**src/include/adf_map.vh**
```
// Register map, field positions, reset values and timing for the converter
`ifndef ADF_MAP_VH
`define ADF_MAP_VH

// Register byte offsets on the register bus
`define ADF_OFF_CTRL0 8'h00
`define ADF_OFF_CTRL1 8'h04
`define ADF_OFF_APSEL 8'h08
`define ADF_OFF_RESH 8'h0c
`define ADF_OFF_RESL 8'h10
`define ADF_OFF_IRQEN 8'h14
`define ADF_OFF_IRQFL 8'h18

// Control register zero fields
`define ADF_C0_RJ 7
`define ADF_C0_REF_HI 6
`define ADF_C0_REF_LO 5
`define ADF_C0_CHS_HI 4
`define ADF_C0_CHS_LO 2
`define ADF_C0_GO 1
`define ADF_C0_EN 0

// Control register one field
`define ADF_C1_CS_HI 6
`define ADF_C1_CS_LO 4

// Conversion-done bit in the interrupt flag and enable registers
`define ADF_IRQ_DONE 6

// Reset values
`define ADF_RST_CTRL0 8'h00
`define ADF_RST_CS 3'h0
`define ADF_RST_APSEL 8'hff
`define ADF_RST_IRQEN 8'h00

// Result width and first trial bit
`define ADF_RES_BITS 10
`define ADF_TRIAL_MSB 10'h200
`define ADF_MSB_IDX 4'h9

// Timing: system clock period, slowest internal oscillator period
`define ADF_CLK_NS 40
`define ADF_FRC_NS 2000
`define ADF_FRC_CYC ((`ADF_FRC_NS + `ADF_CLK_NS - 1) / `ADF_CLK_NS)
`define ADF_ABORT_TADS 2'h2

// Bus responses
`define ADF_RESP_OK 2'b00
`define ADF_RESP_ERR 2'b10

`endif

```
**src/rtl/adf_sync3.v**
```verilog
// Three-stage synchroniser with agreement filter for an asynchronous pin
`timescale 1ns/10ps
`default_nettype none

module adf_sync3 (
  input wire mclk,
  input wire rst,
  input wire din,
  output reg dout
);

  reg s1_q;
  reg s2_q;
  reg s3_q;

  // Stage one feeds only stage two; change counts once two and three agree
  always @(posedge mclk or posedge rst) begin
    if (rst) begin
      s1_q <= 1'b0;
      s2_q <= 1'b0;
      s3_q <= 1'b0;
      dout <= 1'b0;
    end else begin
      s1_q <= din;
      s2_q <= s1_q;
      s3_q <= s2_q;
      if (s2_q == s3_q) begin
        dout <= s3_q;
      end
    end
  end

endmodule // adf_sync3

`default_nettype wire

```
**src/rtl/adf_tad_div.v**
```verilog
// Conversion clock divider: one-cycle tick per conversion clock period
`timescale 1ns/10ps
`default_nettype none
`include "adf_map.vh"

module adf_tad_div (
  input wire mclk,
  input wire rst,
  input wire run,
  input wire [2:0] sel,
  output reg tick
);

  // Whole-number count first, then cut to the counter width on purpose
  localparam integer FRC_FULL = `ADF_FRC_CYC;
  localparam [6:0] FRC_DIV = FRC_FULL[6:0];

  reg [6:0] cnt_q;

  // Divide ratio for each clock select code
  function [6:0] divOf;
    input [2:0] s;
    begin
      case (s)
        3'h0: divOf = 7'h02;
        3'h1: divOf = 7'h08;
        3'h2: divOf = 7'h20;
        3'h4: divOf = 7'h04;
        3'h5: divOf = 7'h10;
        3'h6: divOf = 7'h40;
        default: divOf = FRC_DIV;
      endcase
    end
  endfunction

  // Counter held at zero while idle so each run starts a whole period
  always @(posedge mclk or posedge rst) begin
    if (rst) begin
      cnt_q <= 7'h00;
      tick <= 1'b0;
    end else if (!run) begin
      cnt_q <= 7'h00;
      tick <= 1'b0;
    end else if (cnt_q == divOf(sel) - 7'h01) begin
      cnt_q <= 7'h00;
      tick <= 1'b1;
    end else begin
      cnt_q <= cnt_q + 7'h01;
      tick <= 1'b0;
    end
  end

endmodule // adf_tad_div

`default_nettype wire

```
**src/rtl/adf_result_ctrl.v**
```verilog
// Converter control, result formatting and register slave on AXI4-Lite
//
// The implementer's own choices: the AXI4-Lite register port and the placing of the registers.
`timescale 1ns/10ps
`default_nettype none
`include "adf_map.vh"

// How it works
// Left format puts result bits 1-0 in low byte bits 7-6.
// Software ignores low byte bits 5-0 in left format.
// Right format puts result bits 9-8 in high byte bits 1-0.
// Right format puts result bits 7-0 in low byte bits 7-0.
// Software waits an acquisition period before starting a conversion.
// Each conversion resolves one of 1024 codes, ten bits.
// Result bytes have no reset; any reset leaves them unchanged.
// Control zero bit 7 set selects right format, clear selects left.
// Left format puts result bits 9-2 across the high byte.
// On completion clear go, set done flag, load both bytes.
// Early go clear keeps result, waits two periods, then acquires.
// Both result bytes load in the same clock cycle.
module adf_result_ctrl (
  input wire mclk,
  input wire rst,
  input wire [7:0] s_axi_awaddr,
  input wire s_axi_awvalid,
  output reg s_axi_awready,
  input wire [31:0] s_axi_wdata,
  input wire [3:0] s_axi_wstrb,
  input wire s_axi_wvalid,
  output reg s_axi_wready,
  output reg [1:0] s_axi_bresp,
  output reg s_axi_bvalid,
  input wire s_axi_bready,
  input wire [7:0] s_axi_araddr,
  input wire s_axi_arvalid,
  output reg s_axi_arready,
  output reg [31:0] s_axi_rdata,
  output reg [1:0] s_axi_rresp,
  output reg s_axi_rvalid,
  input wire s_axi_rready,
  input wire cmpAbove,
  output reg sampleEn,
  output reg [9:0] trialCode,
  output reg [2:0] chanSel,
  output reg [1:0] refSel,
  output reg [7:0] analogPinSel,
  output reg irq
);

  localparam [3:0] ST_IDLE = 4'b0001;
  localparam [3:0] ST_ACQ = 4'b0010;
  localparam [3:0] ST_CONV = 4'b0100;
  localparam [3:0] ST_ABORT = 4'b1000;
  localparam [7:0] RST_C0 = `ADF_RST_CTRL0;

  // Register state
  reg rightJust_q;
  reg enable_q;
  reg go_q;
  reg [2:0] clkSel_q;
  reg [7:0] irqEn_q;
  reg doneFlag_q;
  reg [7:0] resHigh_q;
  reg [7:0] resLow_q;

  // Converter state
  reg [3:0] state_q;
  reg [3:0] bitIdx_q;
  reg phase_q;
  reg [1:0] abortCnt_q;

  // Bus state
  reg [7:0] awAddr_q;
  reg awHeld_q;
  reg [7:0] wByte_q;
  reg wStrb0_q;
  reg wHeld_q;

  wire tadTick;
  wire cmpSync;

  // Write strobes from the decoded held address
  reg wrCtrl0;
  reg wrCtrl1;
  reg wrApsel;
  reg wrResH;
  reg wrResL;
  reg wrIrqEn;
  reg wrIrqFl;
  reg wrHit;
  reg [7:0] rdByte;
  reg rdHit;

  wire awTake = s_axi_awvalid & s_axi_awready;
  wire wTake = s_axi_wvalid & s_axi_wready;
  wire doWrite = awHeld_q & wHeld_q & ~s_axi_bvalid;
  wire wrOk = doWrite & wStrb0_q;
  wire arTake = s_axi_arvalid & s_axi_arready;

  wire stIdle = state_q[0];
  wire stAcq = state_q[1];
  wire stConv = state_q[2];
  wire stAbort = state_q[3];

  // Software go edges seen through a control zero write
  wire swGoSet = wrCtrl0 & wByte_q[`ADF_C0_GO];
  wire swGoClr = wrCtrl0 & ~wByte_q[`ADF_C0_GO];
  wire swEnNew = wrCtrl0 ? wByte_q[`ADF_C0_EN] : enable_q;

  // One bit of the successive approximation, lsb index 0
  function [9:0] bitMask;
    input [3:0] idx;
    begin
      bitMask = 10'h001 << idx;
    end
  endfunction

  // Place a ten-bit result into high and low bytes per format
  function [15:0] fmtResult;
    input rj;
    input [9:0] r;
    begin
      if (rj) begin
        fmtResult = {6'h00, r[9:8], r[7:0]};
      end else begin
        fmtResult = {r[9:2], r[1:0], 6'h00};
      end
    end
  endfunction

  // Comparator decision on the settled trial bit
  wire sampleStep = stConv & tadTick & phase_q;
  wire [9:0] keepCode = cmpSync ? trialCode
                                : (trialCode & ~bitMask(bitIdx_q));
  wire convAbort = stConv & (swGoClr | ~swEnNew);
  wire doneNow = sampleStep & (bitIdx_q == 4'h0) & ~convAbort;
  wire [15:0] fmtNew = fmtResult(rightJust_q, keepCode);

  // Comparator is an analog pin, so it is synchronised first
  adf_sync3 u_cmpSync (
    .mclk(mclk),
    .rst(rst),
    .din(cmpAbove),
    .dout(cmpSync)
  );

  // Conversion clock runs only while converting or settling an abort;
  // it restarts at the abort so the settling wait is two whole periods
  adf_tad_div u_tadDiv (
    .mclk(mclk),
    .rst(rst),
    .run((stConv & ~convAbort) | stAbort),
    .sel(clkSel_q),
    .tick(tadTick)
  );

  // Address decode for writes
  always @* begin
    wrCtrl0 = 1'b0;
    wrCtrl1 = 1'b0;
    wrApsel = 1'b0;
    wrResH = 1'b0;
    wrResL = 1'b0;
    wrIrqEn = 1'b0;
    wrIrqFl = 1'b0;
    wrHit = 1'b1;
    if (awAddr_q == `ADF_OFF_CTRL0) begin
      wrCtrl0 = wrOk;
    end else if (awAddr_q == `ADF_OFF_CTRL1) begin
      wrCtrl1 = wrOk;
    end else if (awAddr_q == `ADF_OFF_APSEL) begin
      wrApsel = wrOk;
    end else if (awAddr_q == `ADF_OFF_RESH) begin
      wrResH = wrOk;
    end else if (awAddr_q == `ADF_OFF_RESL) begin
      wrResL = wrOk;
    end else if (awAddr_q == `ADF_OFF_IRQEN) begin
      wrIrqEn = wrOk;
    end else if (awAddr_q == `ADF_OFF_IRQFL) begin
      wrIrqFl = wrOk;
    end else begin
      wrHit = 1'b0;
    end
  end

  // Address decode for reads; unimplemented bits read zero
  always @* begin
    rdByte = 8'h00;
    rdHit = 1'b1;
    if (s_axi_araddr == `ADF_OFF_CTRL0) begin
      rdByte = {rightJust_q, refSel, chanSel, go_q, enable_q};
    end else if (s_axi_araddr == `ADF_OFF_CTRL1) begin
      rdByte = {1'b0, clkSel_q, 4'h0};
    end else if (s_axi_araddr == `ADF_OFF_APSEL) begin
      rdByte = analogPinSel;
    end else if (s_axi_araddr == `ADF_OFF_RESH) begin
      rdByte = resHigh_q;
    end else if (s_axi_araddr == `ADF_OFF_RESL) begin
      rdByte = resLow_q;
    end else if (s_axi_araddr == `ADF_OFF_IRQEN) begin
      rdByte = irqEn_q;
    end else if (s_axi_araddr == `ADF_OFF_IRQFL) begin
      rdByte = {1'b0, doneFlag_q, 6'h00};
    end else begin
      rdHit = 1'b0;
    end
  end

  // Write channel: address and data taken in either order
  always @(posedge mclk or posedge rst) begin
    if (rst) begin
      awAddr_q <= 8'h00;
      awHeld_q <= 1'b0;
      wByte_q <= 8'h00;
      wStrb0_q <= 1'b0;
      wHeld_q <= 1'b0;
      s_axi_awready <= 1'b1;
      s_axi_wready <= 1'b1;
      s_axi_bvalid <= 1'b0;
      s_axi_bresp <= `ADF_RESP_OK;
    end else begin
      if (awTake) begin
        awAddr_q <= s_axi_awaddr;
        awHeld_q <= 1'b1;
        s_axi_awready <= 1'b0;
      end
      if (wTake) begin
        wByte_q <= s_axi_wdata[7:0];
        wStrb0_q <= s_axi_wstrb[0];
        wHeld_q <= 1'b1;
        s_axi_wready <= 1'b0;
      end
      // Both halves in hand: apply and answer next edge
      if (doWrite) begin
        awHeld_q <= 1'b0;
        wHeld_q <= 1'b0;
        s_axi_bvalid <= 1'b1;
        s_axi_bresp <= wrHit ? `ADF_RESP_OK : `ADF_RESP_ERR;
      end
      // Readies return only once the response is accepted
      if (s_axi_bvalid & s_axi_bready) begin
        s_axi_bvalid <= 1'b0;
        s_axi_awready <= 1'b1;
        s_axi_wready <= 1'b1;
      end
    end
  end

  // Read channel: one read at a time, data one edge after address
  always @(posedge mclk or posedge rst) begin
    if (rst) begin
      s_axi_arready <= 1'b1;
      s_axi_rvalid <= 1'b0;
      s_axi_rdata <= 32'h00000000;
      s_axi_rresp <= `ADF_RESP_OK;
    end else if (arTake) begin
      s_axi_arready <= 1'b0;
      s_axi_rvalid <= 1'b1;
      s_axi_rdata <= {24'h000000, rdByte};
      s_axi_rresp <= rdHit ? `ADF_RESP_OK : `ADF_RESP_ERR;
    end else if (s_axi_rvalid & s_axi_rready) begin
      s_axi_rvalid <= 1'b0;
      s_axi_arready <= 1'b1;
    end
  end

  // Software configuration registers
  always @(posedge mclk or posedge rst) begin
    if (rst) begin
      rightJust_q <= RST_C0[`ADF_C0_RJ];
      refSel <= 2'h0;
      chanSel <= 3'h0;
      enable_q <= 1'b0;
      clkSel_q <= `ADF_RST_CS;
      analogPinSel <= `ADF_RST_APSEL;
      irqEn_q <= `ADF_RST_IRQEN;
    end else begin
      if (wrCtrl0) begin
        rightJust_q <= wByte_q[`ADF_C0_RJ];
        refSel <= wByte_q[`ADF_C0_REF_HI:`ADF_C0_REF_LO];
        chanSel <= wByte_q[`ADF_C0_CHS_HI:`ADF_C0_CHS_LO];
        enable_q <= wByte_q[`ADF_C0_EN];
      end
      if (wrCtrl1) begin
        clkSel_q <= wByte_q[`ADF_C1_CS_HI:`ADF_C1_CS_LO];
      end
      if (wrApsel) begin
        analogPinSel <= wByte_q;
      end
      if (wrIrqEn) begin
        irqEn_q <= wByte_q;
      end
    end
  end

  // Done flag is sticky; a completion in the clearing cycle wins
  always @(posedge mclk or posedge rst) begin
    if (rst) begin
      doneFlag_q <= 1'b0;
      irq <= 1'b0;
    end else begin
      doneFlag_q <= (doneFlag_q
                     & ~(wrIrqFl & wByte_q[`ADF_IRQ_DONE]))
                    | doneNow;
      irq <= doneFlag_q & irqEn_q[`ADF_IRQ_DONE];
    end
  end

  // Result bytes deliberately have no reset so any reset preserves them
  always @(posedge mclk) begin
    if (doneNow) begin
      resHigh_q <= fmtNew[15:8];
      resLow_q <= fmtNew[7:0];
    end else begin
      if (wrResH) begin
        resHigh_q <= wByte_q;
      end
      if (wrResL) begin
        resLow_q <= wByte_q;
      end
    end
  end

  // Converter sequence: acquire, approximate ten bits, or settle abort
  always @(posedge mclk or posedge rst) begin
    if (rst) begin
      state_q <= ST_IDLE;
      go_q <= 1'b0;
      sampleEn <= 1'b0;
      trialCode <= 10'h000;
      bitIdx_q <= 4'h0;
      phase_q <= 1'b0;
      abortCnt_q <= 2'h0;
    end else begin
      case (state_q)
        ST_IDLE: begin
          go_q <= 1'b0;
          // Go written with the enable itself is ignored
          if (enable_q) begin
            state_q <= ST_ACQ;
            sampleEn <= 1'b1;
          end
        end
        ST_ACQ: begin
          if (!swEnNew) begin
            state_q <= ST_IDLE;
            sampleEn <= 1'b0;
          end else if (swGoSet) begin
            // Acquisition time is the software's to honour
            state_q <= ST_CONV;
            go_q <= 1'b1;
            sampleEn <= 1'b0;
            trialCode <= `ADF_TRIAL_MSB;
            bitIdx_q <= `ADF_MSB_IDX;
            phase_q <= 1'b0;
          end
        end
        ST_CONV: begin
          if (!swEnNew) begin
            state_q <= ST_IDLE;
            go_q <= 1'b0;
          end else if (swGoClr) begin
            // Partial code is dropped; old result stays
            state_q <= ST_ABORT;
            go_q <= 1'b0;
            abortCnt_q <= 2'h0;
          end else if (tadTick & !phase_q) begin
            // First period lets the trial settle at the comparator
            phase_q <= 1'b1;
          end else if (sampleStep) begin
            phase_q <= 1'b0;
            if (bitIdx_q == 4'h0) begin
              state_q <= ST_ACQ;
              go_q <= 1'b0;
              sampleEn <= 1'b1;
              trialCode <= keepCode;
            end else begin
              trialCode <= keepCode | bitMask(bitIdx_q - 4'h1);
              bitIdx_q <= bitIdx_q - 4'h1;
            end
          end
        end
        ST_ABORT: begin
          if (!swEnNew) begin
            state_q <= ST_IDLE;
          end else if (tadTick) begin
            if (abortCnt_q == `ADF_ABORT_TADS - 2'h1) begin
              state_q <= ST_ACQ;
              sampleEn <= 1'b1;
            end else begin
              abortCnt_q <= abortCnt_q + 2'h1;
            end
          end
        end
        default: begin
          state_q <= ST_IDLE;
          go_q <= 1'b0;
          sampleEn <= 1'b0;
        end
      endcase
    end
  end

endmodule // adf_result_ctrl

`default_nettype wire

```
**config.mk**
```make
export PLATFORM = sky130hd
export DESIGN_NAME = adf_result_ctrl
export DESIGN_NICKNAME = d
export VERILOG_FILES = /design/src/rtl/adf_sync3.v /design/src/rtl/adf_tad_div.v /design/src/rtl/adf_result_ctrl.v
export VERILOG_INCLUDE_DIRS = /design/src /design/src/include
export SDC_FILE = /design/constraint.sdc
export NUM_CORES = 1
export LEC_CHECK = 0
export BUFFER_PORTS_ARGS = -buffer_cell sky130_fd_sc_hd__buf_4
export CAP_MARGIN = 20
export CORE_ASPECT_RATIO = 1.25
export CORE_UTILIZATION = 50
export DETAILED_ROUTE_END_ITERATION = 16
export PLACE_DENSITY = 0.74
export SYNTH_ARGS = -nofsm -noshare
export SYNTH_HDL_FRONTEND = slang
export SYNTH_SLANG_ARGS = --single-unit
```
**constraint.sdc**
```tcl
create_clock -name mclk -period 9.26 [get_ports mclk]
set_input_delay 1.389 -clock mclk [delete_from_list [all_inputs] [get_ports mclk]]
set_output_delay 1.389 -clock mclk [all_outputs]
set_load 0.02 [all_outputs]
```
==> run_results.csv <==
group,metric,value,unit
flow_run,cap_violations,0,
critical_path,cp-end-kind,"flip-flop",
die,rows,44,
power_and_ir_drop,switching_share,0.293,
finish,final_area,0.00721,mm²
synth,synth-edff-count,16,
synth,avgSynthCellArea,10.7,µm²
critical_path,crit_slowest_cell,"nor2_1",
critical_path,startpoint_type,"input port",
synth,seq_area_frac_synth,0.479,
sta,timing_hold_violations_final,0,
power_and_ir_drop,intPower,1.10,mW
routing,drcViolationCount,0,
critical_path,criticalPathCategory,"input port to flip-flop",
cts,cts_sinks,113,
synth,ys_types,68,
cts,postCtsHoldBufs,0,
routing,wl,13400,µm
critical_path,crit_arrival,3.52,ns
synth,netlist_instances,570,
routing,wl_per_cell,16.4,µm
power_and_ir_drop,power_frac_clock,0.372,
grt,antenna_found_initial,0,
critical_path,crit_path_max_incr_delay,0.69,ns
place,placed_cell_area,0.00668,mm²
finish,final_common_cell,"dfrtp_1",
sta,setup_tns,0,ns
synth,synthArstFlopShare,0.858,
place,gp_congestion,0.935,
die,die_y,126,µm
grt,overflow,0,
synth,synth_area_leader_cell,"dfrtp_1",
finish,final_cell_mix,"dfrtp_1 (85), buf_4 (75), nand2_1 (56), mux2_2 (48), o21ai_0 (44)",
finish,fill_cells,943,
sta,finalClockSkew,0.00707,ns
finish,drive_gt1_frac,0.287,
routing,vias,4617,
sta,rsz0062_at_grt,"no",
sta,setup_viol,0,
power_and_ir_drop,comb_power_share,0.183,
cts,clockRootBuffer,"clkbuf_16",
worst_hold_path,hp-class,"flip-flop to flip-flop",
finish,diodes,0,
die,core_area,0.0117,mm²
synth,ys.flop_type,"dfrtp_1",
synth,synthTopCellsByArea,"dfrtp_1 (35%), mux2_2 (8.9%), edfxtp_1 (7.9%)",
cts,insertion_delay,0.40,ns
die,boundaryPins,126,
cts,h-tree-depth,4,
worst_hold_path,hp-start,"u_cmpSync.s1_q",
sta,slew_headroom,0.283,
critical_path,critPathRequiredTime,9.58,ns
critical_path,r2r_slack,6.17,ns
critical_path,regToRegStartpoint,"s_axi_bvalid",
finish,regArea,0.00292,mm²
place,numPortBuffers,72,
sta,period_share,0.346,
worst_hold_path,worst_hold_path.endpoint,"u_cmpSync.s2_q",
sta,fin_hold_ws,0.358,ns
place,place_hpwl,9640,µm
finish,areaGrowthSynthToFinish,18.1,%
synth,synth_seq_cells,113,
sta,tightest_slew,1.06,ns
grt,grt_pass1_vias,4499,
run_status,status,"finished clean",
synth,synth_top_area_frac,0.349,
sta,min_period,3.21,ns
synth,synth_area,0.00610,mm²
cts,clk_pin_slew_worst_paths,0.05,ns
routing,viasPerCell,5.66,
synth,yosysWarnings,0,
sta,fmax,0.312,GHz
die,die_w,101,µm
cts,cts_made_buffers,17,
critical_path,worstRegToRegCells,5,
place,pre_cts_ws,5.70,ns
power_and_ir_drop,p_per_area,216,mW/mm²
routing,final_antenna_net_count,0,
power_and_ir_drop,p_sw,456,µW
cts,cts_tree,"yes",
die,initial_core_util,0.520,
critical_path,crit_chain,"buf_4, or4_1, nor2_1, a22oi_1, o311a_1, o21ai_0",
routing,first_iter_violations,303,
critical_path,timing.rr.end,"abortCnt_q[1]",
grt,grt_max_degree,73,
sta,final_max_slew_viol_count,0,
worst_hold_path,hold_depth,0,
grt,grt_use_total,0.228,
routing,first_pass_iters,5,
power_and_ir_drop,ir_drop,0.000128,V
finish,multiInputGateArea,0.00290,mm²
cts,cts_buffer_depth,2,
power_and_ir_drop,p_leak,3.13,nW
die,design.die.area,0.0127,mm²
cts,post_cts_resized,0,
power_and_ir_drop,seqPwrFrac,0.445,
grt,grt_pass1_wl,22400,µm
critical_path,crit_fanout,14,
cts,post_cts_buffers,0,
sta,layout_setup_ws,6.05,ns
finish,final_nets,716,
synth_stat cells, types with 3 or more instances:
library cell / count
a21boi_0: 4
a21o_1: 5
a21oi_1: 20
a31oi_1: 4
a32o_1: 8
and3_1: 4
buf_4: 26
clkbuf_1: 19
dfrtp_1: 85
dfstp_2: 12
edfxtp_1: 16
ha_1: 14
inv_1: 23
mux2_2: 48
mux2_4: 8
mux2i_1: 9
nand2_1: 56
nand2b_1: 3
nand3_1: 17
nand3b_1: 5
nand4_1: 4
nor2_1: 20
nor2b_1: 5
nor3_1: 11
nor3b_1: 4
nor4_1: 5
nor4b_1: 5
o211ai_1: 4
o21ai_0: 44
o2bb2ai_1: 3
o31a_1: 3
o31ai_1: 11
or2_2: 6
or3b_2: 4
xnor2_1: 10
xor2_1: 4
registers in the layout, summed over array words and instances, names as in the netlist, 2 cells and up:
register / flops
wByte_q: 8
resLow_q: 8
chanSel: 3
state_q: 4
bitIdx_q: 4
awAddr_q: 8
refSel: 2
trialCode: 10
u_tadDiv.cnt_q: 7
abortCnt_q: 2
irqEn_q: 8
clkSel_q: 3
analogPinSel: 8
resHigh_q: 8
s_axi_rdata: 8
per-layer routing:
layer	routed length (µm)	global-route usage	up-vias
met5	0	0	-
met4	201	0.0895	0
met3	628	0.0514	15
met2	6960	0.380	171
met1	5620	0.286	2262
li1	-	-	2169
kinds of logic after synthesis:
kind of cell | after synthesis | share of synthesized area
buf+inv | 71 | 0.0613
compound gates | 126 | 0.138
simple gates | 164 | 0.146
fa+ha+maj | 15 | 0.0303
flops | 113 | 0.479
mux | 66 | 0.125
xor+xnor | 14 | 0.0201
other cells | 1 | 0.000615
cell type report:
type | count | share of cell area
multi-input combinational | 411 | 0.402
clock buffer | 24 | 0.0641
inverter | 23 | 0.0123
sequential | 113 | 0.406
timing repair buffer | 76 | 0.0788
clock inverter | 8 | 0.00886
tap | 161 | 0.0280
worst max-delay path, delay by kind of cell:
kind | cells | cell delay, ns
compound gates | 3 | 0.74
simple gates | 2 | 1.30
buf+inv | 1 | 0.11
worst max-delay path by stage:
stage / start / to / slack (ns) / cells after the start
after floorplan: rst / abortCnt_q[0] / 5.36 / 1
after global placement: s_axi_araddr[0] / s_axi_rdata[7] / 5.76 / 6
after detailed placement: s_axi_araddr[0] / s_axi_rdata[7] / 5.70 / 6
after CTS: s_axi_araddr[0] / s_axi_rdata[7] / 6.12 / 6
after global routing: s_axi_araddr[0] / s_axi_rdata[7] / 5.96 / 6
final: s_axi_araddr[0] / s_axi_rdata[7] / 6.05 / 6
metrics by stage:
stage | total power [mW] | std cells | utilization
after floorplan | 0.882 | 595 | -
after global placement | 0.971 | 783 | 0.569
after detailed placement | 0.984 | 783 | 0.569
after CTS | 1.57 | 815 | 0.614
after global routing | 1.63 | 816 | 0.614
final | 1.56 | 816 | 0.614
power by group through the flow:
stage	Combinational, mW	Sequential, mW	Clock, mW
3_5_place_dp	0.285	0.699	0
4_1_cts	0.287	0.691	0.588
5_1_grt	0.317	0.706	0.610
2_1_floorplan	0.195	0.687	0
3_3_place_gp	0.276	0.695	0
6_report	0.284	0.693	0.579
Power figures use the tool's default switching activity.
